--- config.mk ---
export PLATFORM = sky130hd
export DESIGN_NAME = dep_pad_io
export DESIGN_NICKNAME = d
export VERILOG_FILES = /design/src/dep_pkg.sv /design/src/dep_pad_io.sv
export VERILOG_INCLUDE_DIRS = /design/src
export SDC_FILE = /design/constraint.sdc
export NUM_CORES = 1
export LEC_CHECK = 0
export ABC_AREA = 1
export ABC_CLOCK_PERIOD_IN_PS = 1300
export BUFFER_PORTS_ARGS = -buffer_cell sky130_fd_sc_hd__buf_2
export CAP_MARGIN = 40
export CORE_MARGIN = 8
export CORE_UTILIZATION = 45
export DETAILED_ROUTE_END_ITERATION = 10
export PLACE_DENSITY = 0.76
export SYNTH_ARGS = -nofsm -noshare
export SYNTH_HDL_FRONTEND = slang
export SYNTH_HIERARCHICAL = 1
export SYNTH_SLANG_ARGS = --single-unit
--- constraint.sdc ---
create_clock -name mclk_i -period 1.3 [get_ports mclk_i]
set_input_delay 0.195 -clock mclk_i [delete_from_list [all_inputs] [get_ports mclk_i]]
set_output_delay 0.195 -clock mclk_i [all_outputs]
set_load 0.01 [all_outputs]
--- src/dep_cfg.svh ---
// Constants for the dual-edge pad I/O logic block
`ifndef DEP_CFG_SVH
`define DEP_CFG_SVH
`define DEP_ADR_CTRL 2'h0
`define DEP_ADR_STAT 2'h1
`define DEP_CTRL_RST 10'h000
`define DEP_CTRL_W 10
`define DEP_FIFO_DEPTH 4
`define DEP_WORD_W 3
`define DEP_DATA_W 32
`endif

--- src/dep_pkg.sv ---
// Types shared by the pad I/O logic block
package dep_pkg;
  // Software control word, one field per option
  typedef struct packed {
    logic launch_hold;
    logic resync;
    logic dual_edge;
    logic out_inv;
    logic oe_neg;
    logic out_neg;
    logic in_neg;
    logic oe_reg;
    logic out_reg;
    logic in_reg;
  } dep_ctrl_t;

  // One launch word from the core fabric
  typedef struct packed {
    logic drive_en;
    logic [1:0] data;
  } dep_word_t;

  // Classic Wishbone request from the master
  typedef struct packed {
    logic cyc;
    logic stb;
    logic we;
    logic [3:0] sel;
    logic [3:0] adr;
    logic [31:0] dat;
  } dep_wb_req_t;
endpackage

--- src/dep_pad_io.sv ---
// Dual-edge pad I/O logic with Wishbone control and launch FIFO
`timescale 1ns/1ps
`include "dep_cfg.svh"

module dep_fifo #(
  parameter int WIDTH = `DEP_WORD_W,
  parameter int DEPTH = `DEP_FIFO_DEPTH
) (
  input wire logic clk_i,
  input wire logic rst_n_i,
  input wire logic in_valid_i,
  output logic in_ready_o,
  input wire logic [WIDTH-1:0] in_data_i,
  output logic out_valid_o,
  input wire logic out_ready_i,
  output logic [WIDTH-1:0] out_data_o,
  output logic [$clog2(DEPTH):0] level_o
);
  localparam int AW = $clog2(DEPTH);
  logic [WIDTH-1:0] mem_reg [DEPTH];
  logic [AW-1:0] wr_reg, wr_next, rd_reg, rd_next;
  logic [AW:0] cnt_reg, cnt_next;
  logic push, pop;

  // Pointer and count update
  always_comb begin
    push = in_valid_i && (cnt_reg != (AW+1)'(DEPTH));
    pop = out_ready_i && (cnt_reg != '0);
    wr_next = push ? ((wr_reg == AW'(DEPTH - 1)) ? '0 : wr_reg + 1'b1)
                   : wr_reg;
    rd_next = pop ? ((rd_reg == AW'(DEPTH - 1)) ? '0 : rd_reg + 1'b1)
                  : rd_reg;
    cnt_next = cnt_reg + (AW+1)'(push) - (AW+1)'(pop);
  end

  always_ff @(posedge clk_i or negedge rst_n_i) begin
    if (!rst_n_i) begin
      wr_reg <= '0;
      rd_reg <= '0;
      cnt_reg <= '0;
    end else begin
      wr_reg <= wr_next;
      rd_reg <= rd_next;
      cnt_reg <= cnt_next;
    end
  end

  // Storage array, no reset needed
  always_ff @(posedge clk_i) begin
    if (push) begin
      mem_reg[wr_reg] <= in_data_i;
    end
  end

  assign in_ready_o = (cnt_reg != (AW+1)'(DEPTH));
  assign out_valid_o = (cnt_reg != '0);
  assign out_data_o = mem_reg[rd_reg];
  assign level_o = cnt_reg;
endmodule

// Functional notes
// Capture bit 0 normally; dual-edge gives rising sample bit 0, falling bit 1.
// Drive pad from launch bit 0; dual-edge sends bit 0 high, bit 1 low half.
// Without input register, an unregistered bypass route feeds clock nets.
// Drive enable from the core, optionally registered before the driver.
// Output and drive-enable registers run on the launch clock.
// Input capture registers run on the capture clock.
// Dual-edge mode moves a two-bit word per cycle on both edges.
// Normal dual-edge timing hands each bit over on its own edge.
// Resync dual-edge timing aligns both bits to the rising edge.
// Resync input delays the falling sample by half a cycle.
// Pins without dual-edge capability never do dual-edge transfer.
// Each register picks rising or falling edge; paths registered apart.
// Output register value can be inverted before the pad.
// Bypass route is purely combinational, never registered.
// Pad driven only with drive enable; capture keeps sampling the pad.
// Core gives stable launch data early and samples capture after edge.
module dep_pad_io
  import dep_pkg::*;
#(
  parameter bit DUAL_EDGE_CAPABLE = 1'b1,
  parameter int FIFO_DEPTH = `DEP_FIFO_DEPTH
) (
  input wire logic mclk_i,
  input wire logic rst_n_i,
  input wire dep_pkg::dep_wb_req_t wb_req_i,
  output logic [31:0] wb_dat_o,
  output logic wb_ack_o,
  input wire dep_pkg::dep_word_t launch_word_i,
  input wire logic launch_valid_i,
  output logic launch_ready_o,
  output logic [1:0] capture_o,
  output logic bypass_route_o,
  input wire logic pad_i,
  output logic pad_o,
  output logic pad_oe_o
);
  import dep_pkg::*;

  logic rst_s1_reg, rst_n;
  dep_ctrl_t ctrl_reg, ctrl_next;
  logic ack_reg, ack_next;
  logic [31:0] rdat_reg, rdat_next;
  dep_word_t cur_reg, cur_next, fifo_word;
  logic fifo_valid, fifo_pop, dual;
  logic [$clog2(FIFO_DEPTH):0] level;
  logic in_p_reg, in_n_reg, in_rs_reg;
  logic dp_reg, dp_next, dn_reg, dn_next, hold_reg;
  logic op_reg, on_reg, ep_reg, en_reg;
  logic out_sdr, oe_sel;
  logic wb_hit;

  // Reset release through two flops
  always_ff @(posedge mclk_i or negedge rst_n_i) begin
    if (!rst_n_i) begin
      rst_s1_reg <= 1'b0;
      rst_n <= 1'b0;
    end else begin
      rst_s1_reg <= 1'b1;
      rst_n <= rst_s1_reg;
    end
  end

  // dual-edge gating
  assign dual = ctrl_reg.dual_edge && DUAL_EDGE_CAPABLE;

  // Wishbone slave: one-cycle ack, unmapped reads zero
  always_comb begin
    wb_hit = wb_req_i.cyc && wb_req_i.stb && !ack_reg;
    ack_next = wb_hit;
    ctrl_next = ctrl_reg;
    rdat_next = rdat_reg;
    if (wb_hit && wb_req_i.we && wb_req_i.sel[0] &&
        wb_req_i.adr[3:2] == `DEP_ADR_CTRL) begin
      ctrl_next = dep_ctrl_t'(wb_req_i.dat[`DEP_CTRL_W-1:0]);
    end
    if (wb_hit) begin
      unique case (wb_req_i.adr[3:2])
        `DEP_ADR_CTRL: rdat_next = 32'(ctrl_reg);
        `DEP_ADR_STAT: rdat_next = 32'({level, cur_reg, capture_o, pad_i});
        default: rdat_next = 32'h0;
      endcase
    end
  end

  always_ff @(posedge mclk_i or negedge rst_n) begin
    if (!rst_n) begin
      ctrl_reg <= `DEP_CTRL_RST;
      ack_reg <= 1'b0;
      rdat_reg <= 32'h0;
    end else begin
      ctrl_reg <= ctrl_next;
      ack_reg <= ack_next;
      rdat_reg <= rdat_next;
    end
  end
  assign wb_ack_o = ack_reg;
  assign wb_dat_o = rdat_reg;

  // Launch words queue up; hold bit stalls the drain
  dep_fifo #(.WIDTH(`DEP_WORD_W), .DEPTH(FIFO_DEPTH)) u_fifo (
    .clk_i(mclk_i),
    .rst_n_i(rst_n),
    .in_valid_i(launch_valid_i),
    .in_ready_o(launch_ready_o),
    .in_data_i(launch_word_i),
    .out_valid_o(fifo_valid),
    .out_ready_i(fifo_pop),
    .out_data_o(fifo_word),
    .level_o(level)
  );

  // Current launch word, taken on the launch clock
  always_comb begin
    fifo_pop = fifo_valid && !ctrl_reg.launch_hold;
    cur_next = fifo_pop ? fifo_word : cur_reg;
  end

  // launch-clock rising registers
  always_ff @(posedge mclk_i or negedge rst_n) begin
    if (!rst_n) begin
      cur_reg <= '0;
      dp_reg <= 1'b0;
      op_reg <= 1'b0;
      ep_reg <= 1'b0;
      hold_reg <= 1'b0;
    end else begin
      cur_reg <= cur_next;
      dp_reg <= dp_next;
      op_reg <= cur_reg.data[0];
      ep_reg <= cur_reg.drive_en;
      hold_reg <= cur_reg.data[1];
    end
  end

  // launch-clock falling registers
  always_ff @(negedge mclk_i or negedge rst_n) begin
    if (!rst_n) begin
      dn_reg <= 1'b0;
      on_reg <= 1'b0;
      en_reg <= 1'b0;
    end else begin
      dn_reg <= dn_next;
      on_reg <= cur_reg.data[0];
      en_reg <= cur_reg.drive_en;
    end
  end

  // dual-edge launch: xor pair yields bit 0 high, bit 1 low half
  // normal takes bit 1 at the fall, resync from rising-edge copy
  always_comb begin
    dp_next = cur_reg.data[0] ^ dn_reg;
    dn_next = (ctrl_reg.resync ? hold_reg : cur_reg.data[1]) ^ dp_reg;
  end

  // dual-edge or single-rate output select and inversion
  always_comb begin
    if (dual) begin
      out_sdr = dp_reg ^ dn_reg;
    end else if (ctrl_reg.out_reg) begin
      out_sdr = ctrl_reg.out_neg ? on_reg : op_reg;
    end else begin
      out_sdr = cur_reg.data[0];
    end
    pad_o = out_sdr ^ ctrl_reg.out_inv;
  end

  // drive enable, registered or direct
  always_comb begin
    if (ctrl_reg.oe_reg) begin
      oe_sel = ctrl_reg.oe_neg ? en_reg : ep_reg;
    end else begin
      oe_sel = cur_reg.drive_en;
    end
    pad_oe_o = oe_sel;
  end

  // capture-clock rising samples and resync stage
  always_ff @(posedge mclk_i or negedge rst_n) begin
    if (!rst_n) begin
      in_p_reg <= 1'b0;
      in_rs_reg <= 1'b0;
    end else begin
      in_p_reg <= pad_i;
      // falling sample moved half a cycle
      in_rs_reg <= in_n_reg;
    end
  end

  // capture-clock falling sample
  always_ff @(negedge mclk_i or negedge rst_n) begin
    if (!rst_n) begin
      in_n_reg <= 1'b0;
    end else begin
      in_n_reg <= pad_i;
    end
  end

  // capture bus select
  always_comb begin
    if (dual) begin
      capture_o = {ctrl_reg.resync ? in_rs_reg : in_n_reg, in_p_reg};
    end else if (ctrl_reg.in_reg) begin
      capture_o = {1'b0, ctrl_reg.in_neg ? in_n_reg : in_p_reg};
    end else begin
      capture_o = {1'b0, pad_i};
    end
  end

  // bypass route, combinational
  assign bypass_route_o = ctrl_reg.in_reg ? 1'b0 : pad_i;

  // Bus answer, pad path and launch FIFO checks
  a_ack_one_cycle: assert property (@(posedge mclk_i) disable iff (!rst_n)
    wb_ack_o |=> !wb_ack_o) else $error("ack held too long");
  a_ack_after_req: assert property (@(posedge mclk_i) disable iff (!rst_n)
    (wb_req_i.cyc && wb_req_i.stb && !wb_ack_o) |=> wb_ack_o)
    else $error("ack missing");
  a_rise_capture: assert property (@(posedge mclk_i) disable iff (!rst_n)
    (ctrl_reg.in_reg && !ctrl_reg.in_neg && !dual) ##1 $stable(ctrl_reg)
    |-> capture_o == {1'b0, $past(pad_i)}) else $error("bad capture");
  a_resync_fall: assert property (@(posedge mclk_i) disable iff (!rst_n)
    (dual && ctrl_reg.resync) ##1 $stable(ctrl_reg)
    |-> capture_o[1] == $past(in_n_reg)) else $error("bad resync bit");
  a_bypass_comb: assert property (@(posedge mclk_i) disable iff (!rst_n)
    !ctrl_reg.in_reg |-> bypass_route_o == pad_i)
    else $error("bypass not direct");
  a_no_dual_cap: assert property (@(posedge mclk_i) disable iff (!rst_n)
    !dual |-> capture_o[1] == 1'b0)
    else $error("dual edge on plain pin");
  a_sdr_launch: assert property (@(posedge mclk_i) disable iff (!rst_n)
    (ctrl_reg.out_reg && !ctrl_reg.out_neg && !dual) ##1 $stable(ctrl_reg)
    |-> pad_o == ($past(cur_reg.data[0]) ^ ctrl_reg.out_inv))
    else $error("bad launch");
  a_oe_reg_path: assert property (@(posedge mclk_i) disable iff (!rst_n)
    (ctrl_reg.oe_reg && !ctrl_reg.oe_neg) ##1 $stable(ctrl_reg)
    |-> pad_oe_o == $past(cur_reg.drive_en)) else $error("bad drive enable");
  a_dual_fall: assert property (@(posedge mclk_i) disable iff (!rst_n)
    (dual && !ctrl_reg.resync) |-> pad_o == (cur_reg.data[1] ^
    ctrl_reg.out_inv)) else $error("dual launch mismatch");
  a_resync_out: assert property (@(posedge mclk_i) disable iff (!rst_n)
    (dual && ctrl_reg.resync) |-> pad_o == ($past(cur_reg.data[1]) ^
    ctrl_reg.out_inv)) else $error("resync launch mismatch");
  a_fifo_full_stall: assert property (@(posedge mclk_i) disable iff (!rst_n)
    (level == ($bits(level))'(FIFO_DEPTH)) |-> !launch_ready_o)
    else $error("ready while full");
  a_full_hold: assert property (@(posedge mclk_i) disable iff (!rst_n)
    (!launch_ready_o && !fifo_pop) |=> level == $past(level))
    else $error("push taken while full");
endmodule

==> Yosys cells after proc, flatten, opt, wreduce, memory -nomap -nowiden <==
Memories as Yosys holds them, arrays and structs flattened. A register that Yosys moved wholly into a read port is not among the register bits.
Index checks and enable logic that the tools add are counted.
{ "classes": {"addsub": 4, "mul": 0, "div_mod_pow": 0, "magnitude_cmp": 0, "n_eq_ne": 4, "n_shift": 0, "mux": 16, "n_bitwise": 4, "reduce_logical": 13} }
{ "ops": {"columns": ["op", "n"], "rows": [
  ["$pmux 10 s2", 1],
  ["$mux 1", 12],
  ["$logic_and 1x1->1", 8],
  ["$mux 2", 3],
  ["$add 2x1->2 const B", 2],
  ["$eq 2x2->1 const B", 2],
  ["$xor 1x1->1", 4],
  ["$add 3x1->3", 1],
  ["$logic_not 1->1", 3],
  ["$ne 3x3->1 const B", 1],
  ["$reduce_bool 3->1", 1],
  ["$sub 3x1->3", 1],
  ["$eq 2x1->1 const B", 1],
  ["$logic_not 2->1", 1]
]} }
{ "totals": {"register_bits": 62, "latch_bits": 0, "ramBits": 12, "rom_bits": 0, "input_bits": 50, "out_inout_bits": 39, "word_cells": 69, "mem_count": 1} }
{ "memory_table": {"columns": ["name", "words", "width", "read_ports", "rd_ports_with_merged_regs", "wr", "line_no", "text"], "rows": [
  ["u_fifo.mem_reg", 4, 3, 1, 1, 1, "dep_pad_io.sv:20", "logic [WIDTH-1:0] mem_reg [DEPTH];"]
]} }

==> Logic depth before layout (Yosys ltp) <==
Gate-level depths: netlist of the first run.
{ "logic_depth": {"ltp_word": 5, "mapped_depth": 14, "mapped_depth_nobuf": 14} }

==> By module <==
Netlist of the first run, hierarchy kept.
{ "modules_own_cells": {"columns": ["module", "instances", "cells_per_inst", "area_per_inst_um2", "seq_area_each_um2"], "rows": [
  ["dep_pad_io", 1, 185, 1685.4, 900.9],
  ["dep_fifo", 1, 90, 935.9, 535.5]
]} }

==> results by group, run 1 <==
Clock network
  • CTS tree: yes
  • Root buffer cell: clkbuf_8
  • CTS Buf Count: 5
  • Clk Latency, worst-skew pair: approximately 0.31 ns
  • Clk slew on worst S/H paths: 0.10 ns
  • CTS max path bufs: 2
  • Clock sinks: 55
  • H-tree levels: 2

Power
  • Seq pwr share: 39.7%
  • Tot Pwr: 6.63 mW
  • Pwr Density: 1980 nW/um2
  • Peak supply drop: roughly 1.2 mV
  • Leak: ~1.7 nW
  • Sw Ratio: 36.5%
  • Sw power: 2.42 mW
  • Int Pwr: 4.21 mW
  • Clk pwr share: ~15%
  • Logic gate share of total power: a little under half

Hold path
  • Hold Crit Start: pad_i
  • Hold Crit Endpoint: in_p_reg
  • Worst hold path stage count: 1
  • Min-delay worst type: input pin to flop

Run
  • Max-cap viol count: 0

STA
  • Setup ws final: -0.751 ns
  • Setup Skew: 0.0170 ns
  • Final setup vio count: 19
  • RSZ-0062 raised after global routing: true
  • Fin. Hold Viols: 0
  • Sum of negative setup slack: -6.09 ns
  • Worst-case hold slack: 0.0310 ns
  • Slew Limit Fails: 0

Yosys
  • Avg Cell Area, Syn: 9.53 um2
  • Yosys reg bits: 55
  • Yosys warns: 6
  • Syn Inst Count: 275
  • Post-synth EDFFs: 12
  • Async S/R FF share, synth: 78.2%
  • Register area share after synthesis: 54.8%
  • Cell Area, Synth: approximately 2600 um2
  • Library cells used by synthesis: 34
  • Ys flop type: dfrtp_1

Routing
  • WL final: 5.52 mm
  • Final ANT Viol Nets: 0
  • DRC: 0
  • Wire per inst: 12.9 um
  • Routed vias: 1970
  • Iteration count of the initial detailed-routing pass: 4
  • Drt via density: 4.60
  • Initial drt markers: 108

Floorplan
  • Core footprint: 5780 um2
  • Io pins: 89
  • Initial core utilization: between 40% and 50%
  • Die W: approximately 92 um
  • Row Count: 28
  • Die Y: 92.3 um
  • Die ar.: 8520 um2

Placement
  • RD Place Congestion: roughly 0.78
  • Dpl hpwl: 3.96 mm
  • Post-Place Cells: ~410
  • IO buf count: 39

Critical path
  • Arrival time at the worst endpoint: 1.86 ns
  • Reg2reg setup slack: -0.66 ns
  • Critical R2R Launch: u_fifo/level_o[0]
  • Reg2Reg Depth: 12
  • Startpoint Class: flop
  • Critical Path Sink Type: primary output
  • Req. time, crit path: 1.11 ns
  • Crit path max fanout: 2
  • Crit Path Category: flop to primary output
  • R2r endpoint: u_fifo/level_o[1]

Layout
  • Area growth syn-to-layout: 27.9%
  • Layout Cells excl Fill: 428
  • Max FFs per register: 12
  • Layout Nets: 410
  • Fillers: 479
  • Share of layout cells above drive strength 1: 36.0%
  • Antenna Cells: 0

Outcome
  • Status: finished with violations
  • Failing checks: negative setup slack

GRT
  • Pin count of the biggest net entering global routing: 22
  • Global-route wire length before repair: 9.13 mm
  • Vias in the first global route: 1983
  • GRT overflow: 0
  • Total Routing Usage GR: 13.5%
  • Antenna violations before repair: 0
-- logic make-up after synthesis --
logic type | count (synthesis) | synth area share [%]
AO/OA/AOI/OAI | 35 | 8.07
XOR/XNOR | 5 | 1.67
adder cells (fa/ha/maj) | 8 | 4.10
buffers and inverters | 69 | 14.0
flip-flops | 55 | 54.8
multiplexers | 1 | 0.430
other | 2 | 0.287
AND/OR/NAND/NOR | 100 | 16.7
-- cell type report --
type	count	area, um2	area share, %
multi-input combinational	172	1030	30.7
inverter	40	155	4.63
clock buffer	6	82.6	2.46
sequential	55	1440	43.0
clock inverter	2	13.8	0.410
timing repair buffer	78	537	16.0
tap	75	93.8	2.80
-- through the flow --
| step | setup slack (ns) | cell area, um2 | util [%] |
|---|---|---|---|
| 4_1_cts | -0.766 | 3300 | 57.1 |
| 3_3_place_gp | -0.571 | 3000 | 51.9 |
| 3_5_place_dp | -0.622 | 3000 | 51.9 |
| 2_1_floorplan | -0.629 | 2740 | - |
| 5_1_grt | -0.841 | 3350 | 58.0 |
| 6_report | -0.751 | 3350 | 58.0 |
-- cells in the mapped netlist (3+ instances only) --
cell      instances  area share [%]
o21ai_0           6             1.1
ha_1              7             3.3
o211ai_1          6             1.7
dfrtn_1           4             3.8
o21ai_1           4            0.76
edfxtp_1         12              14
buf_4            24             6.9
nor2_4            3             1.3
inv_1            38             5.4
nand3_1           8             1.5
xor2_1            3             1.0
nor2_1           26             3.7
a21oi_1           7             1.3
a31oi_1           8             1.9
nand2_1          56             8.0
dfrtp_1          39              37
-- cell usage in the layout (no fill, tap or decap), drive strengths merged --
master,Yosys,layout
a21boi,1,1
xnor2,2,2
o22ai,1,1
o21ai,11,11
a21oi,8,8
nor2,30,30
fa,1,1
nand4,2,2
inv,40,41
ha,7,7
xor2,3,3
mux2,1,1
edfxtp,12,12
and3,1,1
nand2,59,59
buf,28,77
dfrtp,39,39
a31oi,8,8
clkinv,0,1
conb,2,23
dlygate4sd3,0,1
o211ai,6,6
clkbuf,1,6
dfrtn,4,4
nand3,8,8
-- worst max-delay path by stage --
stage | startpoint | end | slack, ns | cells past startpoint
floorplan | u_fifo/level_o[1] | u_fifo/level_o[1] | -0.63 | 12
global placement | u_fifo/level_o[0] | u_fifo/level_o[1] | -0.57 | 12
detailed placement | u_fifo/level_o[0] | u_fifo/level_o[1] | -0.62 | 12
CTS | dn_reg | pad_o | -0.77 | 6
global route | dn_reg | pad_o | -0.84 | 6
finish | in_n_reg | capture_o[0] | -0.75 | 5
-- worst max-delay path, cell delays in order, from the launching register on --
cell and delay [ns]:
dfrtn_1 0.42, inv_1 0.05, nand2_1 0.07, nand3_2 0.09, a21boi_2 0.13, buf_2 0.14
-- timing repair --
item / CTS / global route
pin swaps: 8 / 10
endpoints found under the setup margin: 24 / 29
endpoints found under the hold margin: 2 / 0
hold buffers: 1 / 0
setup buffers: 13 / 9
resized for setup: 28 / 15
-- per-layer routing --
| metal | track usage, % | share of wire (%) |
|---|---|---|
| met1 | 15.2 | 39 |
| met2 | 23.4 | 52 |
| met3 | 3.48 | 6.2 |
| met4 | 6.31 | 2.3 |
| met5 | 0 | 0 |
-- power by group through the flow --
| stage | registers (mW) | logic (mW) | clock network, mW |
|---|---|---|---|
| detailed placement | 2.66 | 2.21 | 0 |
| global placement | 2.63 | 2.12 | 0 |
| floorplan | 2.64 | 1.39 | 0 |
| global route | 2.69 | 3.38 | 1.09 |
| finish | 2.63 | 3.01 | 0.987 |
| CTS | 2.62 | 2.83 | 1.01 |
Power figures use the tool's default switching activity.
==> run 2: changes to the inputs <==
- CORE_UTILIZATION: 45 -> 40
- PLACE_DENSITY: 0.76 -> 0.68
==> run 2 against run 1 <==
- the flow still finishes with violations (negative setup slack)
- global-route usage down 1.8 points
- via count shrank 2.6%
- routed wire length shrank 3.3%
- sequential power hardly changed
- flip-flop and latch count is the same
- cell count fell by 1.2%
- total power decreased by 3.9%
- cell area decreased by 1.7%
- worst hold slack better by 0.0011 ns
- combinational power fell by 9.0%
- first-iteration DRC count down 4.6%
- die area up 10%
- critical endpoint is now pad_o
==> results by group, run 2 (synthesis gave the netlist of run 1 again) <==
STA
  • Setup Skew: 0.0187 ns
  • Fin. Hold Viols: 0
  • Slew Limit Fails: 0
  • Sum of negative setup slack: -5.30 ns
  • Final setup vio count: 13
  • RSZ-0062 raised after global routing: true
  • Setup ws final: -0.779 ns

GRT
  • Total Routing Usage GR: 11.7%
  • GRT overflow: 0
  • Vias in the first global route: 1933
  • Pin count of the biggest net entering global routing: 22
  • Global-route wire length before repair: 9.16 mm
  • Antenna violations before repair: 0

Routing
  • Drt via density: 4.53
  • Routed vias: approximately 1.9k
  • DRC: 0
  • Wire per inst: 12.6 um
  • WL final: roughly 5.3 mm
  • Initial drt markers: between 100 and 150
  • Final ANT Viol Nets: 0
  • Iteration count of the initial detailed-routing pass: 4

Layout
  • Final Cell Area: 3300 um2
  • Antenna Cells: 0
  • Max FFs per register: 12
  • Most frequent cells in the layout: nand2_1 (47), buf_2 (36), dfrtp_1 (35)
  • Layout Cells excl Fill: 423
  • Area growth syn-to-layout: 25.8%
  • Commonest non-fill, non-tap cell in the layout: nand2_1
  • Layout Nets: between 400 and 500
  • Share of layout cells above drive strength 1: between 30 and 40%
  • Fillers: 571
  • Fin util: 51.9%

Power
  • Pwr Density: 1930 nW/um2
  • Leak: ~1.6 nW
  • Tot Pwr: 6.37 mW
  • Peak supply drop: 1.15 mV

Placement
  • Post-DP Area: 3000 um2
  • RD Place Congestion: 0.764
  • Post-Place Cells: about 410
  • IO buf count: 39
  • Dpl hpwl: about 4.1 mm

Floorplan
  • Io pins: 89
  • Die W: between 90 and 100 um
  • Initial core utilization: roughly two fifths
  • Die ar.: 9400 um2
  • Die Y: slightly below 100 um
  • Core footprint: approximately 6300 um2
  • Row Count: 29

Critical path
  • Most common cell on crit path: nand2_1
  • Max incr delay on CP: 0.43 ns
  • Worst path bufs/invs: 1
  • Worst-path cell with the longest stage delay: dfrtn_1
  • Startpoint Class: flop
  • Arrival time at the worst endpoint: 1.88 ns
  • Largest delay contributor family on the critical path: flip-flops
  • Crit path max fanout: 2
  • Crit Path Category: flop to primary output
  • Req. time, crit path: ~1.1 ns
  • Critical Path Sink Type: primary output
  • CP cell instances: xnor2_1 -> nand2_1 -> nand2_1 -> nand2_1 -> nand2_2 -> buf_6

Clock network
  • Clk Latency, worst-skew pair: 0.31 ns
  • Clock sinks: 55
  • CTS tree: yes
  • H-tree levels: 2
  • Root buffer cell: clkbuf_8
  • CTS Buf Count: 5
  • Clk slew on worst S/H paths: 0.10 ns
  • CTS max path bufs: 2

Outcome
  • Failing checks: negative setup slack
  • Status: finished with violations

Run
  • Max-cap viol count: 0

Hold path
  • Min-delay worst type: input pin to flop
## run 2: cell types whose count changed in the layout (fill, tap and decap cells not counted), moves of 2 or more
cell	before	now
buf_4	30	25
nand2_2	5	10
nand2_1	50	47
inv_2	6	9
nand2_4	4	2
## run 2: where the power goes
part / total (mW) / switching, mW / internal (mW)
clock network: 1.02 / 0.570 / 0.448
logic: 2.74 / 1.40 / 1.34
registers: 2.61 / 0.347 / 2.26
## run 2: stage by stage
stage / hold WS [ns] / setup WS (ns)
global route: 0.0165 / -0.873
CTS: 0.0177 / -0.784
global placement: -0.0191 / -0.569
finish: 0.0321 / -0.779
detailed placement: -0.0174 / -0.633
floorplan: -0.101 / -0.629
## run 2: metal layers
metal	share of wire, %	GRT usage (%)	routed length, um	vias to the layer above
met4	1.9	4.97	100	0
met5	0	0	0	-
met1	42	13.3	2250	907
met2	50	19.5	2670	44
met3	5.9	3.84	313	7
li1	-	-	-	960
## run 2: what timing repair did
action	in CTS	in global routing
pin swaps	7	16
gates resized for setup	22	20
hold buffers	1	0
cloned	0	0
buffers inserted	10	7
hold endpoints to repair	2	0
setup endpoints to repair	24	31
## run 2: worst paths after layout
check / start / slack (ns) / end / cells after the start
setup / recovery: dn_reg / -0.78 / pad_o / 6
hold / removal: pad_i / 0.03 / in_p_reg / 1
setup reg to reg: u_fifo/level_o[0] / -0.64 / u_fifo/level_o[1] / 12
hold reg to reg: rst_n / 0.17 / in_rs_reg / 0
max in group asynchronous: rst_n / 0.38 / in_n_reg / 0
min in group asynchronous: rst_n / 0.17 / in_rs_reg / 0
## run 2: layout make-up
cell class | count | area [um2] | share of cell area (%)
flip-flops and latches | 55 | 1440 | 43.8
multi-input cells | 172 | 1020 | 31.0
repair buffers | 71 | 483 | 14.6
inverters | 40 | 150 | 4.55
well taps | 77 | 96.3 | 2.92
clock buffers | 6 | 82.6 | 2.50
clock inverters | 2 | 17.5 | 0.531
==> run 3: changes to the inputs <==
- CTS_BUF_LIST: default -> sky130_fd_sc_hd__clkbuf_8
- GPL_TIMING_DRIVEN: default -> 1
- PLACE_DENSITY: 0.68 -> 0.64
==> run 3 against run 2 <==
- the run still ends with negative setup slack left
- count of clock-buffer cells in the layout fell by 1
- sequential share of layout area fell by 1.2 points
- die area did not move
- critical endpoint unchanged
- combinational power rose by 7%
- non-clock buffer count rose by 4
==> results by group, run 3 (synthesis gave the netlist of run 1 again) <==
Power
  • Pwr Density: 2040 nW/um2
  • Tot Pwr: 6.92 mW
  • Peak supply drop: 0.976 mV
  • Leak: 1.69 nW

Critical path
  • Req. time, crit path: 1.11 ns
  • Max incr delay on CP: 0.42 ns
  • Arrival time at the worst endpoint: 1.85 ns
  • Critical Path Sink Type: primary output
  • Worst-path cell with the longest stage delay: dfrtn_1
  • Startpoint Class: flop
  • R2r endpoint: u_fifo/level_o[1]
  • Critical R2R Launch: u_fifo/level_o[1]
  • CP endpoint: pad_o
  • Crit path max fanout: 2
  • CP cell instances: xnor2_1 -> nand2_1 -> nand3_1 -> nand2_2 -> buf_6
  • Crit path launch: dn_reg
  • Reg2Reg Depth: 12
  • Crit Path Category: flop to primary output
  • Reg2reg setup slack: -0.66 ns

Floorplan
  • Die W: 97.0 um
  • Row Count: 29
  • Io pins: 89
  • Initial core utilization: 41.3%
  • Die Y: about 97 um
  • Core footprint: 6350 um2
  • Die ar.: 9400 um2

Routing
  • Wire per inst: 13.0 um
  • Initial drt markers: 84
  • DRC: 0
  • Iteration count of the initial detailed-routing pass: 4
  • Drt via density: 4.49
  • Routed vias: 1918
  • Final ANT Viol Nets: 0
  • WL final: 5.55 mm

Clock network
  • Clk slew on worst S/H paths: 0.10 ns
  • H-tree levels: 2
  • CTS tree: yes
  • CTS max path bufs: 2
  • Root buffer cell: clkbuf_8
  • Clock sinks: 55
  • CTS Buf Count: 5
  • Clk Latency, worst-skew pair: 0.31 ns

Layout
  • Area growth syn-to-layout: 29.4%
  • Antenna Cells: 0
  • Multi-input logic area: 1030 um2
  • Commonest non-fill, non-tap cell in the layout: nand2_1
  • Most frequent cells in the layout: nand2_1 (51), buf_2 (36), dfrtp_1 (35)
  • Share of layout cells above drive strength 1: 36.0%
  • Max FFs per register: 12
  • Final Cell Area: 3390 um2
  • Layout Nets: 407
  • Register area: 1440 um2
  • Fillers: between 500 and 600
  • Fin util: 53.4%

Placement
  • Pre-CTS setup slack: -0.643 ns
  • Post-DP Area: 3010 um2
  • IO buf count: 39
  • Dpl hpwl: 3.98 mm
  • RD Place Congestion: 0.782

STA
  • Setup Skew: between 0.015 and 0.02 ns
  • Final setup vio count: 15
  • RSZ-0062 raised after global routing: true
  • Fin. Hold Viols: 0
  • Slew Limit Fails: 0
  • Setup ws final: -0.743 ns

GRT
  • Pin count of the biggest net entering global routing: 21
  • GRT overflow: 0
  • Global-route wire length before repair: about 9.5 mm
  • Total Routing Usage GR: 12.0%
  • Vias in the first global route: 1997
  • Antenna violations before repair: 0

Hold path
  • Min-delay worst type: input pin to flop

Run
  • Max-cap viol count: 0

Outcome
  • Failing checks: negative setup slack
  • Status: finished with violations
[run 3: where the power goes]
part,internal (mW),switching (mW),total (mW)
clock network,0.782,0.585,1.37
logic,1.48,1.45,2.92
registers,2.26,0.366,2.63
[run 3: routing by layer]
layer | wire length, um | global-route usage [%]
met5 | 0 | 0
met4 | 55 | 4.73
met3 | 357 | 4.62
met2 | 2720 | 19.3
met1 | 2420 | 14.2
[run 3: worst min path at each step]
stage                        from          to  slack [ns]  cells after the start
after floorplan           rst_n_i  rst_s1_reg       -0.10                      0
after global placement    rst_n_i  rst_s1_reg       -0.02                      1
after detailed placement  rst_n_i  rst_s1_reg       -0.02                      1
after CTS                   pad_i    in_p_reg        0.02                      1
after global routing        pad_i    in_p_reg        0.02                      1
final                       pad_i    in_p_reg        0.03                      1
[run 3: repair_timing]
action | 4_1_cts | 5_1_grt
endpoints found under the hold margin | 2 | 0
setup buffers | 12 | 8
setup endpoints to repair | 24 | 24
pin swaps | 4 | 8
hold buffers | 1 | 0
resized for setup | 28 | 23
[run 3: layout make-up]
class / instances / area share [%]
Inverter: 40 / 4.50
Multi-Input combinational cell: 172 / 30.4
Sequential cell: 55 / 42.6
Clock buffer: 5 / 2.03
Clock inverter: 3 / 2.10
Tap cell: 77 / 2.84
Timing Repair Buffer: 75 / 15.6
[run 3: worst max-delay path: cells and delay by family (launching register included)]
family | cells | cell delay (ns)
xor gates and xnor gates | 1 | 0.12
and+or+nand+nor | 3 | 0.24
DFF | 1 | 0.42
buffers and inverters | 1 | 0.11
[run 3: per-stage QoR]
step                instances  hold slack [ns]  setup TNS (ns)
finish                    427           0.0274           -5.42
floorplan                 296           -0.101           -2.81
global placement          409          -0.0188           -4.00
CTS                       430           0.0179           -6.25
detailed placement        409          -0.0186           -4.60
global route              427           0.0178           -6.54
